<file path="src/pkg/timer_pkg.sv">
// Constants, field layouts and types of the prescaled timer.
// Assumes a 32-bit AXI4-Lite register bus and a single 50 MHz clock.
package timer_pkg;

  // ----------------------------------------------------------------
  // Bus widths and answers
  // ----------------------------------------------------------------
  localparam int         ADDR_W      = 8;
  localparam int         DATA_W      = 32;
  localparam logic [1:0] RESP_OKAY   = 2'h0;
  localparam logic [1:0] RESP_SLVERR = 2'h2;

  // ----------------------------------------------------------------
  // Register offsets
  // ----------------------------------------------------------------
  localparam logic [7:0] CTRL_OFS    = 8'h00;
  localparam logic [7:0] CLOCK_OFS   = 8'h04;
  localparam logic [7:0] STATUS_OFS  = 8'h08;
  localparam logic [7:0] IMASK_OFS   = 8'h0C;
  localparam logic [7:0] EVMASK_OFS  = 8'h10;
  localparam logic [7:0] COUNT_OFS   = 8'h14;
  localparam logic [7:0] ALARM_OFS   = 8'h18;
  localparam logic [7:0] PERIOD_OFS  = 8'h1C;
  localparam logic [7:0] WAKE_OFS    = 8'h20;
  localparam logic [7:0] VERSION_OFS = 8'h24;

  // ----------------------------------------------------------------
  // Field positions
  // ----------------------------------------------------------------
  localparam int CTRL_EN_BIT    = 0;
  localparam int CTRL_PCLR_BIT  = 1;
  localparam int CTRL_COA_BIT   = 8;
  localparam int CTRL_PSEL_LSB  = 16;
  localparam int CLOCK_GATE_BIT = 8;
  localparam int STAT_PEND_BIT  = 8;
  localparam int TAP_W          = 5;
  localparam int SRC_W          = 3;
  localparam int IRQ_W          = 4;
  localparam int WAKE_W         = 3;

  // ----------------------------------------------------------------
  // Reset values and identity
  // ----------------------------------------------------------------
  localparam logic [31:0] ZERO32      = 32'h0000_0000;
  localparam logic [31:0] ALL_ONES32  = 32'hFFFF_FFFF;
  // Arbitrary value, names no real part
  localparam logic [31:0] VERSION_VAL = 32'h0000_0A01;

  // ----------------------------------------------------------------
  // Timing
  // ----------------------------------------------------------------
  localparam int CLK_PERIOD_NS = 20;
  localparam int SYNC_TIME_NS  = 60;
  localparam int SYNC_CYCLES   =
    (SYNC_TIME_NS + CLK_PERIOD_NS - 1) / CLK_PERIOD_NS;
  localparam logic [1:0] SYNC_LAST = 2'(SYNC_CYCLES - 1);

  // ----------------------------------------------------------------
  // Types
  // ----------------------------------------------------------------
  typedef enum logic [2:0] {
    SRC_SYSTEM_RC,
    SRC_CRYSTAL_32K,
    SRC_RC_32K,
    SRC_BUS,
    SRC_GENERIC,
    SRC_ONE_KHZ
  } src_sel_t;

  typedef enum logic {
    SYNC_IDLE,
    SYNC_BUSY
  } sync_state_t;

  typedef struct packed {
    logic clkready;
    logic alarm;
    logic periodic;
    logic overflow;
  } irq_bits_t;

endpackage

</file>
<file path="src/rtl/rise_detect.sv">
// Rising-edge detector on a synchronous level, one pulse per 0-to-1.
// Assumes its input is already in the clk domain.
`timescale 1ns/10ps
`default_nettype none
module rise_detect (
  // Clock and reset
  input  wire logic clk,
  input  wire logic rst_n,
  // Level in, pulse out
  input  wire logic level,
  output logic      rise
);

  logic prev_r;
  logic prev_nxt;

  always_comb begin
    prev_nxt = level;
  end

  always_ff @(posedge clk) begin
    if (!rst_n) begin
      prev_r <= 1'b0;
    end else begin
      prev_r <= prev_nxt;
    end
  end

  assign rise = level & ~prev_r;

endmodule
`default_nettype wire

</file>
<file path="src/rtl/async_prescaled_timer.sv">
// Prescaled timer with alarm, periodic and overflow sources.
// Assumes source clock levels are synchronous samples in the clk domain.
`timescale 1ns/10ps
`default_nettype none
module async_prescaled_timer (
  // Clock and reset
  input  wire logic                     clk,
  input  wire logic                     rst_n,
  // AXI4-Lite write
  input  wire logic [timer_pkg::ADDR_W-1:0] s_awaddr,
  input  wire logic                     s_awvalid,
  output logic                          s_awready,
  input  wire logic [31:0]              s_wdata,
  input  wire logic [3:0]               s_wstrb,
  input  wire logic                     s_wvalid,
  output logic                          s_wready,
  output logic [1:0]                    s_bresp,
  output logic                          s_bvalid,
  input  wire logic                     s_bready,
  // AXI4-Lite read
  input  wire logic [timer_pkg::ADDR_W-1:0] s_araddr,
  input  wire logic                     s_arvalid,
  output logic                          s_arready,
  output logic [31:0]                   s_rdata,
  output logic [1:0]                    s_rresp,
  output logic                          s_rvalid,
  input  wire logic                     s_rready,
  // Source clock levels
  input  wire logic                     system_rc_source,
  input  wire logic                     crystal_32k_source,
  input  wire logic                     rc_32k_source,
  input  wire logic                     generic_clock_source,
  input  wire logic                     one_khz_clock,
  // System state
  input  wire logic                     backup_mode,
  input  wire logic                     core_halted,
  input  wire logic                     peripheral_debug_freeze,
  // Interrupts, events, wake
  output logic                          irq,
  output timer_pkg::irq_bits_t          irq_lines,
  output logic                          evt_overflow,
  output logic                          evt_periodic,
  output logic                          evt_alarm,
  output logic                          wake_req
);
  import timer_pkg::*;

  // ----------------------------------------------------------------
  // State
  // ----------------------------------------------------------------
  logic        en_r, en_nxt, coa_r, coa_nxt;
  logic [4:0]  psel_r, psel_nxt, insel_r, insel_nxt;
  src_sel_t    src_r, src_nxt;
  logic        gate_r, gate_nxt, gate_live_r, gate_live_nxt;
  sync_state_t sync_r, sync_nxt;
  logic [1:0]  sync_cnt_r, sync_cnt_nxt;
  logic [31:0] pre_r, pre_nxt, cnt_r, cnt_nxt, alarm_r, alarm_nxt;
  irq_bits_t   stat_r, stat_nxt, imask_r, imask_nxt, evm_r, evm_nxt;
  logic [2:0]  wake_en_r, wake_en_nxt;
  logic        wake_r, wake_nxt;
  logic        ev_ovf_r, ev_per_r, ev_alm_r;
  logic        bvalid_r, bvalid_nxt, rvalid_r, rvalid_nxt;
  logic [1:0]  bresp_r, bresp_nxt, rresp_r, rresp_nxt;
  logic [31:0] rdata_r, rdata_nxt;

  logic        wr_go, rd_go, src_level, src_rise, ptick, pclr;
  logic        backup_ok, frozen, cnt_tick, tap_rise, per_rise;
  logic        gate_wr, alarm_hit;
  logic [31:0] wval, cnt_after;
  irq_bits_t   set_ev;

  function automatic logic [31:0] merge(input logic [31:0] old,
                                        input logic [31:0] nw,
                                        input logic [3:0]  strb);
    logic [31:0] m;
    m = {{8{strb[3]}}, {8{strb[2]}}, {8{strb[1]}}, {8{strb[0]}}};
    return (old & ~m) | (nw & m);
  endfunction

  // ----------------------------------------------------------------
  // Source selection and gating
  // ----------------------------------------------------------------
  // source mux
  always_comb begin
    unique case (src_r)
      SRC_SYSTEM_RC:   src_level = system_rc_source;
      SRC_CRYSTAL_32K: src_level = crystal_32k_source;
      SRC_RC_32K:      src_level = rc_32k_source;
      SRC_GENERIC:     src_level = generic_clock_source;
      SRC_ONE_KHZ:     src_level = one_khz_clock;
      default:         src_level = 1'b0;
    endcase
  end

  rise_detect u_src_rise (
    .clk   (clk),
    .rst_n (rst_n),
    .level (src_level),
    .rise  (src_rise)
  );

  assign backup_ok = !backup_mode || src_r == SRC_CRYSTAL_32K ||
                     src_r == SRC_RC_32K || src_r == SRC_ONE_KHZ;
  assign frozen = core_halted && peripheral_debug_freeze;
  assign ptick = gate_live_r && en_r && backup_ok && !frozen &&
                 ((src_r == SRC_BUS) || src_rise);

  // ----------------------------------------------------------------
  // Bus decode
  // ----------------------------------------------------------------
  // Both write channels are taken together; one response at a time
  assign wr_go     = s_awvalid && s_wvalid && !bvalid_r;
  assign s_awready = wr_go;
  assign s_wready  = wr_go;
  assign rd_go     = s_arvalid && !rvalid_r;
  assign s_arready = rd_go;
  // Gate bit sits in byte one, so only that strobe can change it
  assign gate_wr   = wr_go && s_awaddr == CLOCK_OFS &&
                     sync_r == SYNC_IDLE && s_wstrb[1] &&
                     s_wdata[CLOCK_GATE_BIT] != gate_r;
  assign pclr      = wr_go && s_awaddr == CTRL_OFS && s_wstrb[0] &&
                     s_wdata[CTRL_PCLR_BIT];

  // ----------------------------------------------------------------
  // Prescaler taps
  // ----------------------------------------------------------------
  // counter tap
  rise_detect u_tap_rise (
    .clk   (clk),
    .rst_n (rst_n),
    .level (pre_r[psel_r]),
    .rise  (tap_rise)
  );

  rise_detect u_per_rise (
    .clk   (clk),
    .rst_n (rst_n),
    .level (pre_r[insel_r]),
    .rise  (per_rise)
  );

  assign cnt_tick = tap_rise && en_r;

  // ----------------------------------------------------------------
  // Next state
  // ----------------------------------------------------------------
  always_comb begin
    en_nxt = en_r;  coa_nxt = coa_r;  psel_nxt = psel_r;
    insel_nxt = insel_r;  src_nxt = src_r;  gate_nxt = gate_r;
    gate_live_nxt = gate_live_r;  sync_nxt = sync_r;
    sync_cnt_nxt = sync_cnt_r;  alarm_nxt = alarm_r;
    imask_nxt = imask_r;  evm_nxt = evm_r;  wake_en_nxt = wake_en_r;
    set_ev = '0;
    alarm_hit = 1'b0;
    wval = ZERO32;
    pre_nxt = pclr ? ZERO32 : (ptick ? pre_r + 32'h1 : pre_r);
    cnt_after = cnt_r + 32'h1;
    if (coa_r && cnt_r == alarm_r) begin
      cnt_after = ZERO32;
    end
    cnt_nxt = cnt_tick ? cnt_after : cnt_r;
    if (cnt_tick) begin
      set_ev.overflow = (cnt_r == ALL_ONES32) ||
                        (coa_r && cnt_r == alarm_r);
      alarm_hit = (cnt_after == alarm_r);
      set_ev.alarm = alarm_hit;
    end
    set_ev.periodic = per_rise && en_r;
    // busy until the gate change lands
    unique case (sync_r)
      SYNC_IDLE: begin
        if (gate_wr) begin
          sync_nxt = SYNC_BUSY;
          sync_cnt_nxt = SYNC_LAST;
        end
      end
      SYNC_BUSY: begin
        if (sync_cnt_r == 2'h0) begin
          sync_nxt = SYNC_IDLE;
          gate_live_nxt = gate_r;
          set_ev.clkready = 1'b1;
        end else begin
          sync_cnt_nxt = sync_cnt_r - 2'h1;
        end
      end
    endcase
    if (wr_go) begin
      unique case (s_awaddr)
        CTRL_OFS: begin
          wval = merge({11'h0, psel_r, 7'h0, coa_r, 7'h0, en_r},
                       s_wdata, s_wstrb);
          en_nxt = wval[CTRL_EN_BIT];
          coa_nxt = wval[CTRL_COA_BIT];
          psel_nxt = wval[CTRL_PSEL_LSB +: TAP_W];
        end
        CLOCK_OFS: begin
          wval = merge({23'h0, gate_r, 5'h0, src_r}, s_wdata, s_wstrb);
          if (sync_r == SYNC_IDLE) begin
            gate_nxt = wval[CLOCK_GATE_BIT];
            src_nxt = src_sel_t'(wval[SRC_W-1:0]);
          end
        end
        IMASK_OFS:  imask_nxt = irq_bits_t'(s_wdata[IRQ_W-1:0]);
        EVMASK_OFS: evm_nxt = irq_bits_t'(s_wdata[IRQ_W-1:0]);
        COUNT_OFS:  cnt_nxt = merge(cnt_r, s_wdata, s_wstrb);
        ALARM_OFS:  alarm_nxt = merge(alarm_r, s_wdata, s_wstrb);
        PERIOD_OFS: insel_nxt = s_wdata[TAP_W-1:0];
        WAKE_OFS:   wake_en_nxt = s_wdata[WAKE_W-1:0];
        default: ;
      endcase
    end
    // Set wins over a same-cycle write-one clear
    stat_nxt = stat_r;
    if (wr_go && s_awaddr == STATUS_OFS) begin
      stat_nxt = stat_r & ~irq_bits_t'(s_wdata[IRQ_W-1:0]);
    end
    stat_nxt = stat_nxt | set_ev;
    // wake from backup mode only
    wake_nxt = backup_mode &&
               |(wake_en_r & {stat_r.alarm, stat_r.periodic,
                              stat_r.overflow});
  end

  // ----------------------------------------------------------------
  // Bus answers
  // ----------------------------------------------------------------
  always_comb begin
    bvalid_nxt = (bvalid_r && !s_bready) || wr_go;
    bresp_nxt = bresp_r;
    if (wr_go) begin
      bresp_nxt = (s_awaddr > VERSION_OFS || s_awaddr[1:0] != 2'h0) ?
                  RESP_SLVERR : RESP_OKAY;
    end
    rvalid_nxt = (rvalid_r && !s_rready) || rd_go;
    rdata_nxt = rdata_r;
    rresp_nxt = rresp_r;
    if (rd_go) begin
      rresp_nxt = RESP_OKAY;
      unique case (s_araddr)
        CTRL_OFS:    rdata_nxt = {11'h0, psel_r, 7'h0, coa_r, 7'h0, en_r};
        CLOCK_OFS:   rdata_nxt = {23'h0, gate_r, 5'h0, src_r};
        STATUS_OFS:  rdata_nxt = {23'h0, sync_r == SYNC_BUSY, 4'h0,
                                  stat_r};
        IMASK_OFS:   rdata_nxt = {28'h0, imask_r};
        EVMASK_OFS:  rdata_nxt = {28'h0, evm_r};
        COUNT_OFS:   rdata_nxt = cnt_r;
        ALARM_OFS:   rdata_nxt = alarm_r;
        PERIOD_OFS:  rdata_nxt = {27'h0, insel_r};
        WAKE_OFS:    rdata_nxt = {29'h0, wake_en_r};
        VERSION_OFS: rdata_nxt = VERSION_VAL;
        default: begin
          rdata_nxt = ZERO32;
          rresp_nxt = RESP_SLVERR;
        end
      endcase
    end
  end

  // ----------------------------------------------------------------
  // Registers
  // ----------------------------------------------------------------
  always_ff @(posedge clk) begin
    if (!rst_n) begin
      en_r <= 1'b0;  coa_r <= 1'b0;  psel_r <= '0;  insel_r <= '0;
      src_r <= SRC_SYSTEM_RC;  gate_r <= 1'b0;  gate_live_r <= 1'b0;
      sync_r <= SYNC_IDLE;  sync_cnt_r <= 2'h0;
      pre_r <= ZERO32;  cnt_r <= ZERO32;  alarm_r <= ZERO32;
      stat_r <= '0;  imask_r <= '0;  evm_r <= '0;
      wake_en_r <= 3'h0;  wake_r <= 1'b0;
      ev_ovf_r <= 1'b0;  ev_per_r <= 1'b0;  ev_alm_r <= 1'b0;
      bvalid_r <= 1'b0;  bresp_r <= RESP_OKAY;
      rvalid_r <= 1'b0;  rresp_r <= RESP_OKAY;  rdata_r <= ZERO32;
    end else begin
      en_r <= en_nxt;  coa_r <= coa_nxt;  psel_r <= psel_nxt;
      insel_r <= insel_nxt;  src_r <= src_nxt;  gate_r <= gate_nxt;
      gate_live_r <= gate_live_nxt;  sync_r <= sync_nxt;
      sync_cnt_r <= sync_cnt_nxt;  pre_r <= pre_nxt;  cnt_r <= cnt_nxt;
      alarm_r <= alarm_nxt;  stat_r <= stat_nxt;  imask_r <= imask_nxt;
      evm_r <= evm_nxt;  wake_en_r <= wake_en_nxt;  wake_r <= wake_nxt;
      ev_ovf_r <= set_ev.overflow && evm_r.overflow;
      ev_per_r <= set_ev.periodic && evm_r.periodic;
      ev_alm_r <= set_ev.alarm && evm_r.alarm;
      bvalid_r <= bvalid_nxt;  bresp_r <= bresp_nxt;
      rvalid_r <= rvalid_nxt;  rresp_r <= rresp_nxt;
      rdata_r <= rdata_nxt;
    end
  end

  // separate lines and one combined level
  assign irq_lines    = stat_r & imask_r;
  assign irq          = |irq_lines;
  assign evt_overflow = ev_ovf_r;
  assign evt_periodic = ev_per_r;
  assign evt_alarm    = ev_alm_r;
  assign wake_req     = wake_r;
  assign s_bvalid     = bvalid_r;
  assign s_bresp      = bresp_r;
  assign s_rvalid     = rvalid_r;
  assign s_rresp      = rresp_r;
  assign s_rdata      = rdata_r;
endmodule
`default_nettype wire

</file>
<file path="config.mk">
export PLATFORM = sky130hd
export DESIGN_NAME = async_prescaled_timer
export DESIGN_NICKNAME = d
export VERILOG_FILES = /design/src/pkg/timer_pkg.sv /design/src/rtl/rise_detect.sv /design/src/rtl/async_prescaled_timer.sv
export SDC_FILE = /design/constraint.sdc
export NUM_CORES = 1
export LEC_CHECK = 0
export BUFFER_PORTS_ARGS = -buffer_cell sky130_fd_sc_hd__clkbuf_2
export CAP_MARGIN = 20
export CORE_ASPECT_RATIO = 1.4
export CORE_MARGIN = 2
export CORE_UTILIZATION = 55
export DETAILED_ROUTE_END_ITERATION = 10
export PLACE_DENSITY = 0.85
export SKIP_CTS_REPAIR_TIMING = 1
export SLEW_MARGIN = 20
export SYNTH_ARGS = -nofsm -noshare
export SYNTH_HDL_FRONTEND = slang
export SYNTH_SLANG_ARGS = --single-unit
</file>
<file path="constraint.sdc">
create_clock -name clk -period 3 [get_ports clk]
set_input_delay 0.15 -clock clk [delete_from_list [all_inputs] [get_ports clk]]
set_output_delay 0.15 -clock clk [all_outputs]
set_load 0.005 [all_outputs]
</file>
==> results of run 1 <==
[tightest hold or removal path: stages]
cell and delay (ns):
clkbuf_2 0.10, nand3_1 0.06, a21oi_1 0.06
[layer usage]
layer	track usage [%]	vias to the layer above	share of wire, %
li1	-	5019	-
met1	41.23	5225	36
met2	65.20	565	49
met3	6.010	165	6.9
met4	25.94	0	7.6
met5	0	-	0
[final timing paths]
check | start | to | slack, ns | cells after the start
max | flip-flop | flip-flop | 0.13 | 11
min | s_wdata[30] | flip-flop | -0.03 | 3
max reg2reg | flip-flop | flip-flop | 0.13 | 11
min reg2reg | gate_live_r | gate_live_r | 0.46 | 2
[synthesized netlist by cell type (11+ instances only)]
| cell type | number | area, sq um |
|---|---|---|
| a21oi_1 | 134 | 670.6 |
| a22oi_1 | 43 | 322.8 |
| and2_1 | 20 | 125.1 |
| and3_1 | 18 | 112.6 |
| buf_2 | 13 | 65.06 |
| buf_4 | 16 | 120.1 |
| clkbuf_1 | 59 | 221.5 |
| dfxtp_1 | 174 | 3483 |
| inv_1 | 20 | 75.07 |
| mux2i_1 | 40 | 400.4 |
| nand2_1 | 117 | 439.2 |
| nand2b_1 | 16 | 100.1 |
| nand3_1 | 83 | 415.4 |
| nand4_1 | 32 | 200.2 |
| nor2_1 | 168 | 630.6 |
| nor2b_1 | 11 | 68.82 |
| nor3_1 | 21 | 105.1 |
| nor4_1 | 14 | 87.58 |
| o21ai_0 | 41 | 205.2 |
| xnor2_1 | 51 | 446.7 |
| xor2_1 | 38 | 332.8 |
[power breakdown]
part	internal (mW)	total [mW]	switching, mW
clock	1.44	2.54	1.10
sequential	2.31	2.32	0.00317
combinational	0.0758	0.223	0.147
[cells in the final DEF, fill, tap and decap left out, types with 4 or more instances in the layout]
master,instances
nor4_4,4
xnor2_1,51
a31oi_1,10
inv_6,4
a221oi_1,9
bufinv_16,4
nand2b_1,16
nor2_1,165
a22oi_1,43
a32oi_1,4
a41oi_1,4
nor3_1,20
nor4_1,13
dfxtp_1,174
nand2_1,117
o21ai_0,41
xor2_1,38
nor3b_1,10
and3_1,16
a211oi_1,9
inv_8,4
mux2i_1,40
clkbuf_16,17
nand3_1,83
buf_4,123
or4_1,5
a222oi_1,8
inv_1,19
clkbuf_2,114
or3_1,10
and4_1,4
dlygate4sd3_1,19
and2_1,21
nand4_1,32
nor2b_1,11
a21oi_1,134
mux4_2,10
[logic make-up after synthesis]
| group | count (synthesis) | share of synthesized area [%] |
|---|---|---|
| flip-flops | 174 | 34.01 |
| AND/OR/NAND/NOR | 557 | 27.35 |
| adder cells (fa/ha/maj) | 3 | 0.3665 |
| AO/OA/AOI/OAI | 302 | 18.68 |
| multiplexers | 50 | 6.107 |
| XOR/XNOR | 92 | 8.269 |
| buffers and inverters | 119 | 5.191 |
| other | 1 | 0.03661 |
[area by class of cell]
class | count | area, sq um | share of cell area [%]
repair buffers | 259 | 1744 | 13.91
inverters | 20 | 77.57 | 0.6185
clock inverters | 15 | 241.5 | 1.925
well taps | 244 | 305.3 | 2.434
flip-flops and latches | 174 | 3483 | 27.77
multi-input cells | 1006 | 6266 | 49.96
clock buffers | 17 | 425.4 | 3.392
==> results.md, run 1 <==
- Run status: finished with violations
- Failing checks: negative hold slack
- Synthesized cell area: 10240 sq um
- Layout Utilization: about two thirds
- Clock Skew: a little over 0.01 ns
- Final HPWL from detailed placement: 28.20 mm
- Worst-Margin Slew: 0.9185 ns
- Dominant synthesized flop cell: dfxtp_1
- Mapped Cells: 1298
- Wirelength per Cell: around 21 um
- Final hold violations: 2
- GRT Overall Usage: 37.19%
- Period utilization: 95.54%
- Setup violations, final: 0
- Final Instance Area: 12540 sq um
- H-tree levels: 4
- Tot Pwr: a little over 5 mW
- Max Slew Vio Count: 0
- Worst stage delay on the critical path: 0.47 ns
- WP data arrival: 3.23 ns
- Vias in the first global route: 10450
- Critical-path cell list: buf_12, mux2i_1, a211oi_1, nand3_1, a41oi_2, and2b_1, buf_4, and2_1, a21o_1, nand2_1, a21oi_1
- Area of the core: around 18000 sq um
- CTS Root Cell: clkbuf_16
- Clk Latency, worst-skew pair: 0.45 ns
- Die Width: 119.3 um
- Worst Hold Class: in2reg
- Crit path required time: approximately 3.4 ns
- I/O Pins: 117
- CTS Sinks: about 170
- Setup_tns: 0 ns
- Antenna violations before repair: 0
- Largest net degree at the start of global routing: 87
- Via Count: 10970
- PD cells: 405.0 nW/um^2
- Layout area overhead: 22.45%
- Pre-CTS WS: 0.1275 ns
- Die area: slightly below 20000 sq um
- ANT nets after route: 0
- Ratio of cells with drive above 1 in the final layout: 21.06%
- Peak supply drop: 0.0003500 V
- TritonCTS clock tree: done
- Max Fclk: approximately 0.35 GHz
- Worst-path clk slew: around 0.07 ns
- Count of state elements after synthesis: approximately 170
- CP top delay family: simple AND/OR/NAND/NOR gates
- Slowest library cell on the worst path: and2_1
- RD Place Congestion: 1.100
- First-pass GRT wire length: 56.77 mm
- PnR worst setup slack: about 0.13 ns
- 1st-iter DRT viols: between 1000 and 1500
- CP Capture Type: flip-flop
- DR vias/cell: 6.325
- Crit path max fanout: 17
- Reported leakage power: 4.612 nW
- Inst Count DP: 1683
- # rows: 59
- Yosys Warn Count: 0
- Register area share after synthesis: around a third
- RSZ-0062 raised after global routing: no
- Die H: 165.5 um
- CTS Buffer Depth: 2
- First-pass iteration count of the detailed router: 6
- Max_slew headroom: 38.77%
- Final wirelength: 37.29 mm
- Initial Util: 55.51%
- Fillers: 1560
- Final Critical Period: around 2.9 ns
- Num CTS Buffers: 17
- Worst Path Buf+Inv: 2
- Hold WS: -0.03118 ns
- Overflow after GRT: 0
- Nets: 1548
- Post-synth ARST share: 0%
- # DRC: 0
- Count of cell types in the netlist: 80
- Final Instance Count excl. Fillers: 1735
- Post-synth EDFFs: 0
- Syn_area_per_cell: a little under 8 sq um
- CP startpoint kind: flip-flop
- Max-Cap Viols: 0
- Critical path class: reg2reg
- Ant diodes: 0
- Port Buf Inserts: 114
- Placed Instance Area: 11650 sq um
Note: power is estimated with default switching activity, not from simulation.
==> inputs of run 2 (changes only) <==
--- a/config.mk
+++ b/config.mk
@@ -16,4 +16,5 @@
 export SLEW_MARGIN = 20
 export SYNTH_ARGS = -nofsm -noshare
 export SYNTH_HDL_FRONTEND = slang
+export SYNTH_HIERARCHICAL = 1
 export SYNTH_SLANG_ARGS = --single-unit
==> results.md, run 2 <==
- Count of cell types in the netlist: 74
- Die H: 166.0 um
- Syn_area_per_cell: 8.211 sq um
- Final Instance Area: around 13000 sq um
- Die area: 19880 sq um
- Critical-path cell list: mux2i_1, o21ai_1, o21a_1, nor2b_4, nor2b_2, o21ai_1, a221o_1, or4_4, or2_4, nor3_4, nand3_1, xor2_1, nor2_1
- Register area share after synthesis: between 30% and 40%
- Max Fclk: around 0.32 GHz
- Max-Cap Viols: 0
- PnR worst setup slack: -0.1157 ns
- RD Place Congestion: approximately 1.1
- Met2 WL: 19.20 mm
- Area of the core: 18460 sq um
- ANT nets after route: 0
- # DRC: 0
- Max_slew headroom: 32.45%
- CTS Root Cell: clkbuf_16
- CP Depth: 13
- Port Buf Inserts: 114
- Wirelength per Cell: 22.58 um
- CP top delay family: simple AND/OR/NAND/NOR gates
- Dominant synthesized flop cell: dfxtp_1
- Via Count: 11360
- Slowest library cell on the worst path: or4_4
- Period utilization: 103.9%
- Clock Skew: 0.02394 ns
- Layout area overhead: 30.56%
- Ant diodes: 0
- Max Slew Vio Count: 0
- Worst-path clk slew: 0.07 ns
- Synth area leaders: dfxtp_1, nand2_1, xor2_1
- # rows: 59
- WL met1: between 10 and 15 mm
- Worst Setup EP: pre_r[27]
- Peak supply drop: 0.0003445 V
- Worst-Margin Slew: 1.013 ns
- Final Instance Count excl. Fillers: 1772
- Count of state elements after synthesis: 174
- TritonCTS clock tree: done
- Most numerous cell in the Yosys netlist: nand2_1
- I/O Pins: 117
- Max layer used: met4
- Die Width: between 100 and 150 um
- Inst Count DP: 1716
- Final wirelength: 40.02 mm
- Overflow after GRT: 0
- Worst stage delay on the critical path: approximately 0.56 ns
- Ratio of cells with drive above 1 in the final layout: between 30% and 40%
- Area share of the largest cell type after synthesis: between 30% and 40%
- Setup violations, final: 8
- Mapped Cells: 1256
- First-pass GRT wire length: 60.03 mm
- CTS Buffer Depth: 2
- Placed Instance Area: about 12000 sq um
- Vias in the first global route: 11100
- Clk Latency, worst-skew pair: ~0.46 ns
- Nets: 1585
- Most frequent cells in the layout: buf_4, nand2_1, dfxtp_1, clkbuf_2, nor2_1
- Area leader, netlist: dfxtp_1
- Reported leakage power: 5.472 nW
- First-pass iteration count of the detailed router: 9
- Crit path required time: 3.33 ns
- GRT Overall Usage: 38.97%
- CTS Sinks: approximately 170
- Final HPWL from detailed placement: 28.53 mm
- Antenna violations before repair: 0
- Initial Util: 55.88%
- Worst Hold Class: in2reg
- DR vias/cell: 6.413
- R2R Setup Slk: -0.12 ns
- 1st-iter DRT viols: 1257
- Final hold violations: 15
- Largest net degree at the start of global routing: between 80 and 90
- Critical path class: reg2reg
- Worst reg2reg path endpoint: pre_r[27]
- Post-synth ARST share: 0%
- CP Capture Type: flip-flop
- RSZ-0062 raised after global routing: yes
- Yosys Warn Count: 6
- Num CTS Buffers: 17
- Tot Pwr: 4.745 mW
- Crit-path most repeated cell: o21ai_1
- Fillers: 1367
- DR WL met3: 3.092 mm
- Synthesized cell area: between 10000 and 15000 sq um
- Most common cell after layout, fill and taps aside: buf_4
- FF-to-FF path depth: 13
- Commonest cells in the netlist: nand2_1, dfxtp_1, nor2_1
- Failing checks: negative hold slack, negative setup slack
- PD cells: roughly 350 nW/um^2
- H-tree levels: 4
- Post-synth EDFFs: 0
- Final Critical Period: just over 3 ns
- Hold WS: -0.03633 ns
- WP data arrival: 3.44 ns
- Run status: finished with violations
- Layout Utilization: 72.96%
- CP startpoint kind: flip-flop
- Worst Path Buf+Inv: 0
- Crit path max fanout: 6
==> run 2: how the worst min path moves through the flow <==
stage	slack [ns]	endpoint	cells past startpoint	startpoint
floorplan	0.26	wake_req	2	backup_mode
global placement	0.39	wake_req	3	backup_mode
detailed placement	0.40	wake_req	3	backup_mode
CTS	-0.07	wake_req	3	backup_mode
global route	0.0005	flip-flop	3	s_wdata[28]
finish	-0.04	flip-flop	3	s_wdata[30]
==> run 2: final cells by class <==
| cell class | count | area (sq um) | share of cell area [%] |
|---|---|---|---|
| repair buffers | 335 | 2315 | 17.19 |
| clock inverters | 12 | 115.1 | 0.8549 |
| inverters | 19 | 71.32 | 0.5297 |
| flip-flops and latches | 174 | 3523 | 26.17 |
| clock buffers | 20 | 456.7 | 3.392 |
| well taps | 244 | 305.3 | 2.267 |
| multi-input cells | 968 | 6678 | 49.60 |
==> run 2: worst min-delay path, delay by kind of cell <==
family | cells | cell delay [ns]
and+or+nand+nor | 1 | 0.05
AOI/OAI and AO/OA | 1 | 0.06
buffers and inverters | 1 | 0.10
==> run 2: cell families after synthesis <==
group           share of synthesized area (%)
flops                                   33.78
simple gates                            27.17
fa+ha+maj                              0.3640
mux                                     7.656
compound gates                          18.39
buf+inv                                 4.659
other cells                           0.03636
xor+xnor                                7.947
==> run 2: stage by stage <==
stage	setup TNS (ns)	worst slack, ns
finish	-0.4380	-0.1157
floorplan	-0.009425	-0.009425
global route	-1.301	-0.2282
detailed placement	-6.665	-0.3207
CTS	-10.70	-0.3624
global placement	-1.791	-0.2908
==> run 2: power breakdown <==
part	switching, mW	internal [mW]
clock network	1.06	1.14
logic	0.136	0.0948
registers	0.00415	2.31
total	1.20	3.54
==> run 2: routing by layer <==
layer,track usage [%],vias up
li1,-,4999
met1,41.51,5360
met3,7.074,286
met4,31.87,0
met2,66.46,719
met5,0,-
